### src/hdl/asp_map.svh
/*
 * Constants of the serial host port: word size, bit counts, reset values,
 * buffer fill levels and the self-clocking timing.
 * Assumes inclusion by bare name from package and design files.
 */
`ifndef ASP_MAP_SVH
`define ASP_MAP_SVH

// converter control word and conversion word width
`define ASP_WORD_W 24
`define ASP_CTL_RST 24'h000000
`define ASP_WORD_RST 24'h000000

// bit counter: width, first bit, last bit index, full word
`define ASP_CNT_W 5
`define ASP_CNT_ZERO 5'h00
`define ASP_CNT_ONE 5'h01
`define ASP_CNT_LAST 5'h17
`define ASP_CNT_FULL 5'h18

// idle level of every synchronised host pin
`define ASP_PIN_IDLE 1'b1

// two-entry buffer fill levels
`define ASP_BUF_EMPTY 2'h0
`define ASP_BUF_ONE 2'h1
`define ASP_BUF_FULL 2'h2
`define ASP_BUF_STEP 2'h1

// self-clocking serial clock: half period in ns, clock period in ns
`define ASP_MCLK_NS 4
`define ASP_SCLK_HALF_NS 64
`define ASP_DIV_W 5
`define ASP_DIV_ZERO 5'h00
`define ASP_DIV_ONE 5'h01
`define ASP_SCLK_HALF_CYC (`ASP_SCLK_HALF_NS / `ASP_MCLK_NS)

`endif

### src/hdl/asp_pkg.sv
/*
 * Types of the serial host port: the word, the group of host pins and
 * the conversion word as it arrives from the filter.
 * Assumes asp_map.svh on the include path.
 */
`include "asp_map.svh"

package asp_pkg;

   typedef logic [`ASP_WORD_W-1:0] asp_word_t;

   // host pins in the order they are synchronised
   typedef struct packed {
      logic wfs_n;
      logic rfs_n;
      logic sel;
      logic sclk;
      logic sdi;
      logic selfclk;
   } asp_pins_t;

   // raw two's complement result and the input range it was taken in
   typedef struct packed {
      logic bipolar;
      asp_word_t raw;
   } asp_conv_t;

   // read frame kind
   typedef enum logic [2:0] {
      RD_IDLE = 3'h1,
      RD_CTL = 3'h2,
      RD_DATA = 3'h4
   } asp_rd_t;

endpackage : asp_pkg

### src/hdl/asp_buf.sv
/*
 * Two-entry buffer for conversion words with valid and ready on both
 * sides; the head word comes straight out of a register.
 * Assumes a single clock and a synchronous active-high reset.
 */
`timescale 1ns/1ps
`include "asp_map.svh"

module asp_buf
   import asp_pkg::*;
(
   // clock and reset
   input wire logic mclk,
   input wire logic rst,
   // filling side
   input wire asp_word_t in_data,
   input wire logic in_valid,
   output logic in_ready,
   // draining side
   output asp_word_t out_data,
   output logic out_valid,
   input wire logic out_ready
);

   logic [1:0] cnt;
   asp_word_t tail;
   logic push;
   logic pop;

   assign in_ready = (cnt != `ASP_BUF_FULL);
   assign out_valid = (cnt != `ASP_BUF_EMPTY);
   assign push = in_valid & in_ready;
   assign pop = out_valid & out_ready;

   always_ff @(posedge mclk) begin
      if (rst) begin
         cnt <= `ASP_BUF_EMPTY;
      end else if (push && !pop) begin
         cnt <= cnt + `ASP_BUF_STEP;
      end else if (pop && !push) begin
         cnt <= cnt - `ASP_BUF_STEP;
      end
   end

   // head always holds the oldest word
   always_ff @(posedge mclk) begin
      if (rst) begin
         out_data <= `ASP_WORD_RST;
      end else if (push && (cnt == `ASP_BUF_EMPTY ||
                            (cnt == `ASP_BUF_ONE && pop))) begin
         out_data <= in_data;
      end else if (pop && cnt == `ASP_BUF_FULL) begin
         out_data <= tail;
      end
   end

   always_ff @(posedge mclk) begin
      if (rst) begin
         tail <= `ASP_WORD_RST;
      end else if (push && cnt == `ASP_BUF_ONE && !pop) begin
         tail <= in_data;
      end
   end

endmodule : asp_buf

### src/hdl/asp_port.sv
/*
 * Frame-synchronised bidirectional serial host port of a measurement
 * converter: control word write and read, conversion word read, ready
 * flag, self or external serial clock.
 * Assumes host pins asynchronous to mclk (synchronised here) and the
 * converter side on mclk. Serial clock below mclk/8 in external mode.
 */
// Operation
// - write accepted only after write sync falls
// - self clock starts after write sync falls
// - self mode: read sync starts clock, data
// - external mode: data driven after read sync
// - ready falls when new word available
// - ready rises after full word shifted out
// - ready also reports finished calibration
// - data read drives only when ready low
// - write bits sampled on rising clock edges
// - unipolar natural binary, bipolar offset binary
// - select low: control word write/read
// - control word loads only on 24 bits
// - pulses beyond the 24th are ignored
// - select high read returns conversion word
`timescale 1ns/1ps
`include "asp_map.svh"

module asp_port
   import asp_pkg::*;
(
   // clock and reset
   input wire logic mclk,
   input wire logic rst,
   // host frame and select pins
   input wire logic write_frame_sync_n,
   input wire logic read_frame_sync_n,
   input wire logic register_select,
   input wire logic self_clock_mode,
   // serial clock pin
   input wire logic sclk_in,
   output logic sclk_out,
   output logic sclk_oe_n,
   // serial data pin
   input wire logic serial_io_in,
   output logic serial_io_out,
   output logic serial_io_oe_n,
   // ready pin
   output logic result_ready_n,
   // converter side
   input wire asp_conv_t conv_in,
   input wire logic conv_valid,
   output logic conv_ready,
   input wire logic cal_done,
   output asp_word_t converter_control_word
);

   asp_pins_t pin_raw;
   asp_pins_t pin_s1;
   asp_pins_t pin_s;
   asp_pins_t pin_q;
   logic wfs_fall;
   logic wfs_rise;
   logic rfs_fall;
   logic ext_rise;
   logic ext_fall;
   logic gen_rise;
   logic gen_fall;
   logic sclk_rise;
   logic sclk_fall;
   logic clk_run;
   logic sclk_gen;
   logic [`ASP_DIV_W-1:0] div;
   logic wr_act;
   logic wr_sel;
   logic [`ASP_CNT_W-1:0] wr_cnt;
   asp_word_t wr_sh;
   asp_rd_t rd_st;
   logic [`ASP_CNT_W-1:0] rd_cnt;
   asp_word_t rd_sh;
   logic rd_done;
   logic cal_flag;
   logic next_ready_n;
   asp_word_t coded;
   asp_word_t buf_head;
   logic buf_vld;

   // -------- pin synchronisers --------
   assign pin_raw = {write_frame_sync_n, read_frame_sync_n, register_select,
                     sclk_in, serial_io_in, self_clock_mode};

   genvar gi;
   generate
      for (gi = 0; gi < $bits(asp_pins_t); gi++) begin : g_sync
         always_ff @(posedge mclk) begin
            if (rst) begin
               pin_s1[gi] <= `ASP_PIN_IDLE;
               pin_s[gi] <= `ASP_PIN_IDLE;
               pin_q[gi] <= `ASP_PIN_IDLE;
            end else begin
               pin_s1[gi] <= pin_raw[gi];
               pin_s[gi] <= pin_s1[gi];
               pin_q[gi] <= pin_s[gi];
            end
         end
      end
   endgenerate

   assign wfs_fall = pin_q.wfs_n & ~pin_s.wfs_n;
   assign wfs_rise = ~pin_q.wfs_n & pin_s.wfs_n;
   assign rfs_fall = pin_q.rfs_n & ~pin_s.rfs_n;
   assign ext_rise = ~pin_q.sclk & pin_s.sclk;
   assign ext_fall = pin_q.sclk & ~pin_s.sclk;

   // -------- serial clock --------
   // self clock runs only inside an open frame that still needs bits
   assign clk_run = pin_s.selfclk &
                    ((wr_act && wr_cnt < `ASP_CNT_FULL) ||
                     (rd_st != RD_IDLE && rd_cnt < `ASP_CNT_FULL));

   always_ff @(posedge mclk) begin
      if (rst || !clk_run) begin
         div <= `ASP_DIV_ZERO;
         sclk_gen <= `ASP_PIN_IDLE;
      end else if (div == `ASP_DIV_W'(`ASP_SCLK_HALF_CYC - 1)) begin
         div <= `ASP_DIV_ZERO;
         sclk_gen <= ~sclk_gen;
      end else begin
         div <= div + `ASP_DIV_ONE;
      end
   end

   assign gen_rise = clk_run && !sclk_gen &&
                     div == `ASP_DIV_W'(`ASP_SCLK_HALF_CYC - 1);
   assign gen_fall = clk_run && sclk_gen &&
                     div == `ASP_DIV_W'(`ASP_SCLK_HALF_CYC - 1);
   assign sclk_rise = pin_s.selfclk ? gen_rise : ext_rise;
   assign sclk_fall = pin_s.selfclk ? gen_fall : ext_fall;
   assign sclk_out = sclk_gen;
   assign sclk_oe_n = ~clk_run;

   // -------- write frame --------
   always_ff @(posedge mclk) begin
      if (rst) begin
         wr_act <= 1'b0;
         wr_sel <= 1'b0;
      end else if (wfs_fall) begin
         wr_act <= 1'b1;
         wr_sel <= pin_s.sel;
      end else if (wfs_rise) begin
         wr_act <= 1'b0;
      end
   end

   always_ff @(posedge mclk) begin
      if (rst || wfs_fall) begin
         wr_cnt <= `ASP_CNT_ZERO;
         wr_sh <= `ASP_WORD_RST;
      end else if (wr_act && !pin_s.wfs_n && sclk_rise &&
                   wr_cnt < `ASP_CNT_FULL) begin
         wr_sh <= {wr_sh[`ASP_WORD_W-2:0], pin_s.sdi};
         wr_cnt <= wr_cnt + `ASP_CNT_ONE;
      end
   end

   // control word loads only from a complete frame with select low
   always_ff @(posedge mclk) begin
      if (rst) begin
         converter_control_word <= `ASP_CTL_RST;
      end else if (wfs_rise && wr_act && !wr_sel &&
                   wr_cnt == `ASP_CNT_FULL) begin
         converter_control_word <= wr_sh;
      end
   end

   // -------- conversion words --------
   always_comb begin
      coded = conv_in.raw;
      if (conv_in.bipolar) begin
         coded[`ASP_WORD_W-1] = ~conv_in.raw[`ASP_WORD_W-1];
      end
   end

   asp_buf u_buf (
      .mclk(mclk),
      .rst(rst),
      .in_data(coded),
      .in_valid(conv_valid),
      .in_ready(conv_ready),
      .out_data(buf_head),
      .out_valid(buf_vld),
      .out_ready(rd_done)
   );

   // -------- read frame --------
   always_ff @(posedge mclk) begin
      if (rst) begin
         rd_st <= RD_IDLE;
      end else begin
         unique case (rd_st)
            RD_IDLE: begin
               if (rfs_fall && !pin_s.sel) begin
                  rd_st <= RD_CTL;
               end else if (rfs_fall && !result_ready_n) begin
                  rd_st <= RD_DATA;
               end
            end
            RD_CTL, RD_DATA: begin
               if (pin_s.rfs_n) begin
                  rd_st <= RD_IDLE;
               end
            end
         endcase
      end
   end

   // first bit stands from the frame start, later bits move on falls
   always_ff @(posedge mclk) begin
      if (rst) begin
         rd_cnt <= `ASP_CNT_ZERO;
         rd_sh <= `ASP_WORD_RST;
      end else if (rd_st == RD_IDLE) begin
         rd_cnt <= `ASP_CNT_ZERO;
         if (rfs_fall) begin
            rd_sh <= pin_s.sel ? buf_head : converter_control_word;
         end
      end else if (sclk_rise && rd_cnt < `ASP_CNT_FULL) begin
         rd_cnt <= rd_cnt + `ASP_CNT_ONE;
      end else if (sclk_fall && rd_cnt != `ASP_CNT_ZERO &&
                   rd_cnt < `ASP_CNT_FULL) begin
         rd_sh <= {rd_sh[`ASP_WORD_W-2:0], 1'b0};
      end
   end

   assign rd_done = (rd_st == RD_DATA) && sclk_rise &&
                    rd_cnt == `ASP_CNT_LAST;
   assign serial_io_out = rd_sh[`ASP_WORD_W-1];
   assign serial_io_oe_n = (rd_st == RD_IDLE);

   // -------- ready flag --------
   always_ff @(posedge mclk) begin
      if (rst) begin
         cal_flag <= 1'b0;
      end else if (cal_done) begin
         cal_flag <= 1'b1;
      end else if (rd_done) begin
         cal_flag <= 1'b0;
      end
   end

   // a finished word forces one high cycle so the next word falls again
   always_comb begin
      next_ready_n = ~(buf_vld | cal_flag);
      if (rd_done) begin
         next_ready_n = 1'b1;
      end
   end

   always_ff @(posedge mclk) begin
      if (rst) begin
         result_ready_n <= 1'b1;
      end else begin
         result_ready_n <= next_ready_n;
      end
   end
endmodule : asp_port

### config.mk
export PLATFORM = sky130hd
export DESIGN_NAME = asp_port
export DESIGN_NICKNAME = d
export VERILOG_FILES = /design/src/hdl/asp_pkg.sv /design/src/hdl/asp_buf.sv /design/src/hdl/asp_port.sv
export VERILOG_INCLUDE_DIRS = /design/src /design/src/hdl
export SDC_FILE = /design/constraint.sdc
export NUM_CORES = 1
export LEC_CHECK = 0
export BUFFER_PORTS_ARGS = -buffer_cell sky130_fd_sc_hd__buf_2
export CAP_MARGIN = 15
export CORE_MARGIN = 5
export CORE_UTILIZATION = 30
export CTS_CLUSTER_DIAMETER = 30
export DETAILED_ROUTE_END_ITERATION = 16
export MAX_ROUTING_LAYER = met4
export PLACE_DENSITY_LB_ADDON = 0.08
export SYNTH_ARGS = -nofsm -noshare
export SYNTH_HDL_FRONTEND = slang
export SYNTH_HIERARCHICAL = 1
export SYNTH_SLANG_ARGS = --single-unit
### constraint.sdc
create_clock -name mclk -period 4.8 [get_ports mclk]
set_input_delay 0.48 -clock mclk [delete_from_list [all_inputs] [get_ports mclk]]
set_output_delay 0.48 -clock mclk [all_outputs]
set_load 0.005 [all_outputs]
==> flow_summary.toml <==
[logic_synthesis]
synth_nets = 839
async_flop_share_pct = 0
ys_types = 62
ys_seq_area_share_pct = 45.59
synth_edf_count = 0
synth_area_per_cell_um2 = 8.871
yosys_most_used_dff = "dfxtp_1"
yosysWarnings = 6
synth_top_area_share_pct = 45.59
synth_area_leaders = "dfxtp_1, nand2_1, a21oi_1"
yosysTopAreaCell = "dfxtp_1"
syn_inst = 792
synth_seq_cells = 160
netlist_area_um2 = 7025

[routing]
wire_per_inst_um = 16.76
drt_iter0_markers = 307
drt_wl_total_mm = 19.31
remaining_drc_errors = 0
drtAntennaViolNets = 0
num_vias = 5772
vias_per_cell = 5.010
dr.pass1.iters = 7

[critical_path]
crit_arrival_ps = 3400
path_class = "reg -> reg"
crit_path_end_kind = "flip-flop"
path_max_fanout = 24
cp-start-kind = "flip-flop"
crit_required_ps = 5060

[place]
dp_hpwl_mm = 12.85
place_ws_ps = 1533
routabilityCongestion = 0.7758
dpl_cell_area_um2 = 7458
port-buffer-count = 64

[sta]
tns_ps = 0
rsz0062_at_grt = "no"
max_freq_mhz = 318.4
period_minus_slack_ps = 3140
hold_viol_final = 0
tightest_slew_ps = 1096
timing.final.ws_setup_ps = 1660
drv_slew = 0
skew_ps = 9.590
finalSetupViolations = 0
period_share_pct = 65.42
slew_headroom_pct = 26.81

[clock_tree]
htreeDepth = 4
clk_latency_ps = 420
hold_buffers = 0
path_clk_slew_ps = 60
cts_buffers = 17
clk_path_buf_depth = 2
root_buffer = "clkbuf_16"
cts_sinks = 160
cts_tree = "yes"
post_cts_buffers = 0
cts_resized = 0

[final_layout]
final_cell_mix = "dfxtp_1, nand2_1, a21oi_1, buf_2, nor2_1"
n_antenna_cell = 0
layout_commonest_cell = "dfxtp_1"
fin_nets = 868
final_util_pct = 34.79
area_growth_pct = 15.19
drive_above_1_share_pct = 18.85
final_area_um2 = 8093

[floorplan]
rows = 56
chipHeight_um = 163.0
die_w_um = 163.0
start_util_pct = 30.20
die_area_um2 = 26580
pin_count = 65
coreArea_um2 = 23260

[min_path]
hold_path.class = "in -> reg"

[grt]
grt_remaining_overflow = 0
grt_usage_pct = 15.07
antenna_found_initial = 0
grt_pass1_wl_mm = 30.84
grt_max_degree = 83
grt_pass1_vias = 5534

[power_and_ir_drop]
p_leak_nw = 2.964
p_per_area_nw_per_um2 = 423.5
ir_drop_mv = 0.2142

[flow_run]
maxCapViolations = 0

[outcome]
status = "finished, final reports clean"
==> metal layers <==
metal / GRT usage (%) / wire length [µm] / up-vias / share of wire [%]
met5: - / 0 / - / 0
met4: 4.308 / 251 / 0 / 1.3
met3: 3.381 / 754 / 23 / 3.9
met2: 23.11 / 9131 / 113 / 47
met1: 20.07 / 9172 / 2775 / 48
li1: - / - / 2861 / -
==> per-stage QoR <==
step                instances  total power, W  hold slack (ps)
finish                   1152        0.003427            242.9
global route             1152        0.003588            223.1
CTS                      1151        0.003466            224.7
detailed placement       1120        0.002016            395.2
global placement         1120        0.002003            392.8
floorplan                 792        0.001889            389.5
==> critical path, cell delays in order (launching register included) <==
cell	delay, ps
dfxtp_1	350
ha_1	180
and3_1	170
ha_1	250
nand3b_1	180
a2111oi_4	520
nand3b_1	830
nand2_1	360
a311oi_2	130
==> report_power, final <==
part | switching (W) | total, W | internal, W | leakage [nW]
combinational | 0.000287 | 0.000477 | 0.000189 | 1.36
clock | 0.000549 | 0.00144 | 0.000892 | 0.298
sequential | 0.0000820 | 0.00151 | 0.00143 | 1.30
==> registers in the layout, summed over array words and instances, names as in the netlist, 5 cells and up <==
signal and cells:
converter_control_word 24, pin_s1 6, rd_cnt 5, pin_s 6, u_buf/tail 24, wr_cnt 5
wr_sh 24, rd_sh 24, div 5, u_buf/out_data 24
==> final timing paths <==
kind         cells after the start       startpoint  slack [ps]            endpoint
min reg2reg                      1        pin_s1[0]         410            pin_s[0]
max                              8           div[0]        1660  u_buf/out_data[18]
min                              2  self_clock_mode         240           pin_s1[0]
max reg2reg                      8           div[0]        1660  u_buf/out_data[18]
==> cells in the mapped netlist, types with 3 or more instances <==
cell	instances
or2_2	16
o21ai_0	28
nand2b_1	4
mux2i_1	28
a211oi_1	24
ha_1	12
buf_6	11
a21oi_1	82
and3b_1	3
nand3_1	29
clkbuf_1	31
nor2_1	40
a311oi_2	20
inv_1	17
a221o_1	20
buf_2	17
o211ai_1	7
or3_1	5
nor3_1	25
xnor2_1	3
a311oi_1	4
nand2_1	154
nand3b_1	3
xor2_1	4
dfxtp_1	160
==> area by class of cell <==
cell class	instances	area (µm²)
Multi-Input combinational cell	550	3402
Fill cell	2486	15170
Timing Repair Buffer	73	397.9
Clock inverter	11	162.7
Tap cell	319	399.1
Inverter	19	71.32
Sequential cell	160	3203
Clock buffer	20	456.7
==> cell families (layout without fill, tap and decap cells) <==
family | after synthesis | in the layout | synth area share (%)
and+or+nand+nor | 298 | 298 | 19.68
AOI/OAI and AO/OA | 204 | 204 | 21.37
DFF | 160 | 160 | 45.59
buffers and inverters | 82 | 123 | 6.198
muxes | 29 | 29 | 4.150
adders and majority gates | 12 | 12 | 2.137
xor gates and xnor gates | 7 | 7 | 0.8727
(Power assumes the default switching activity.)
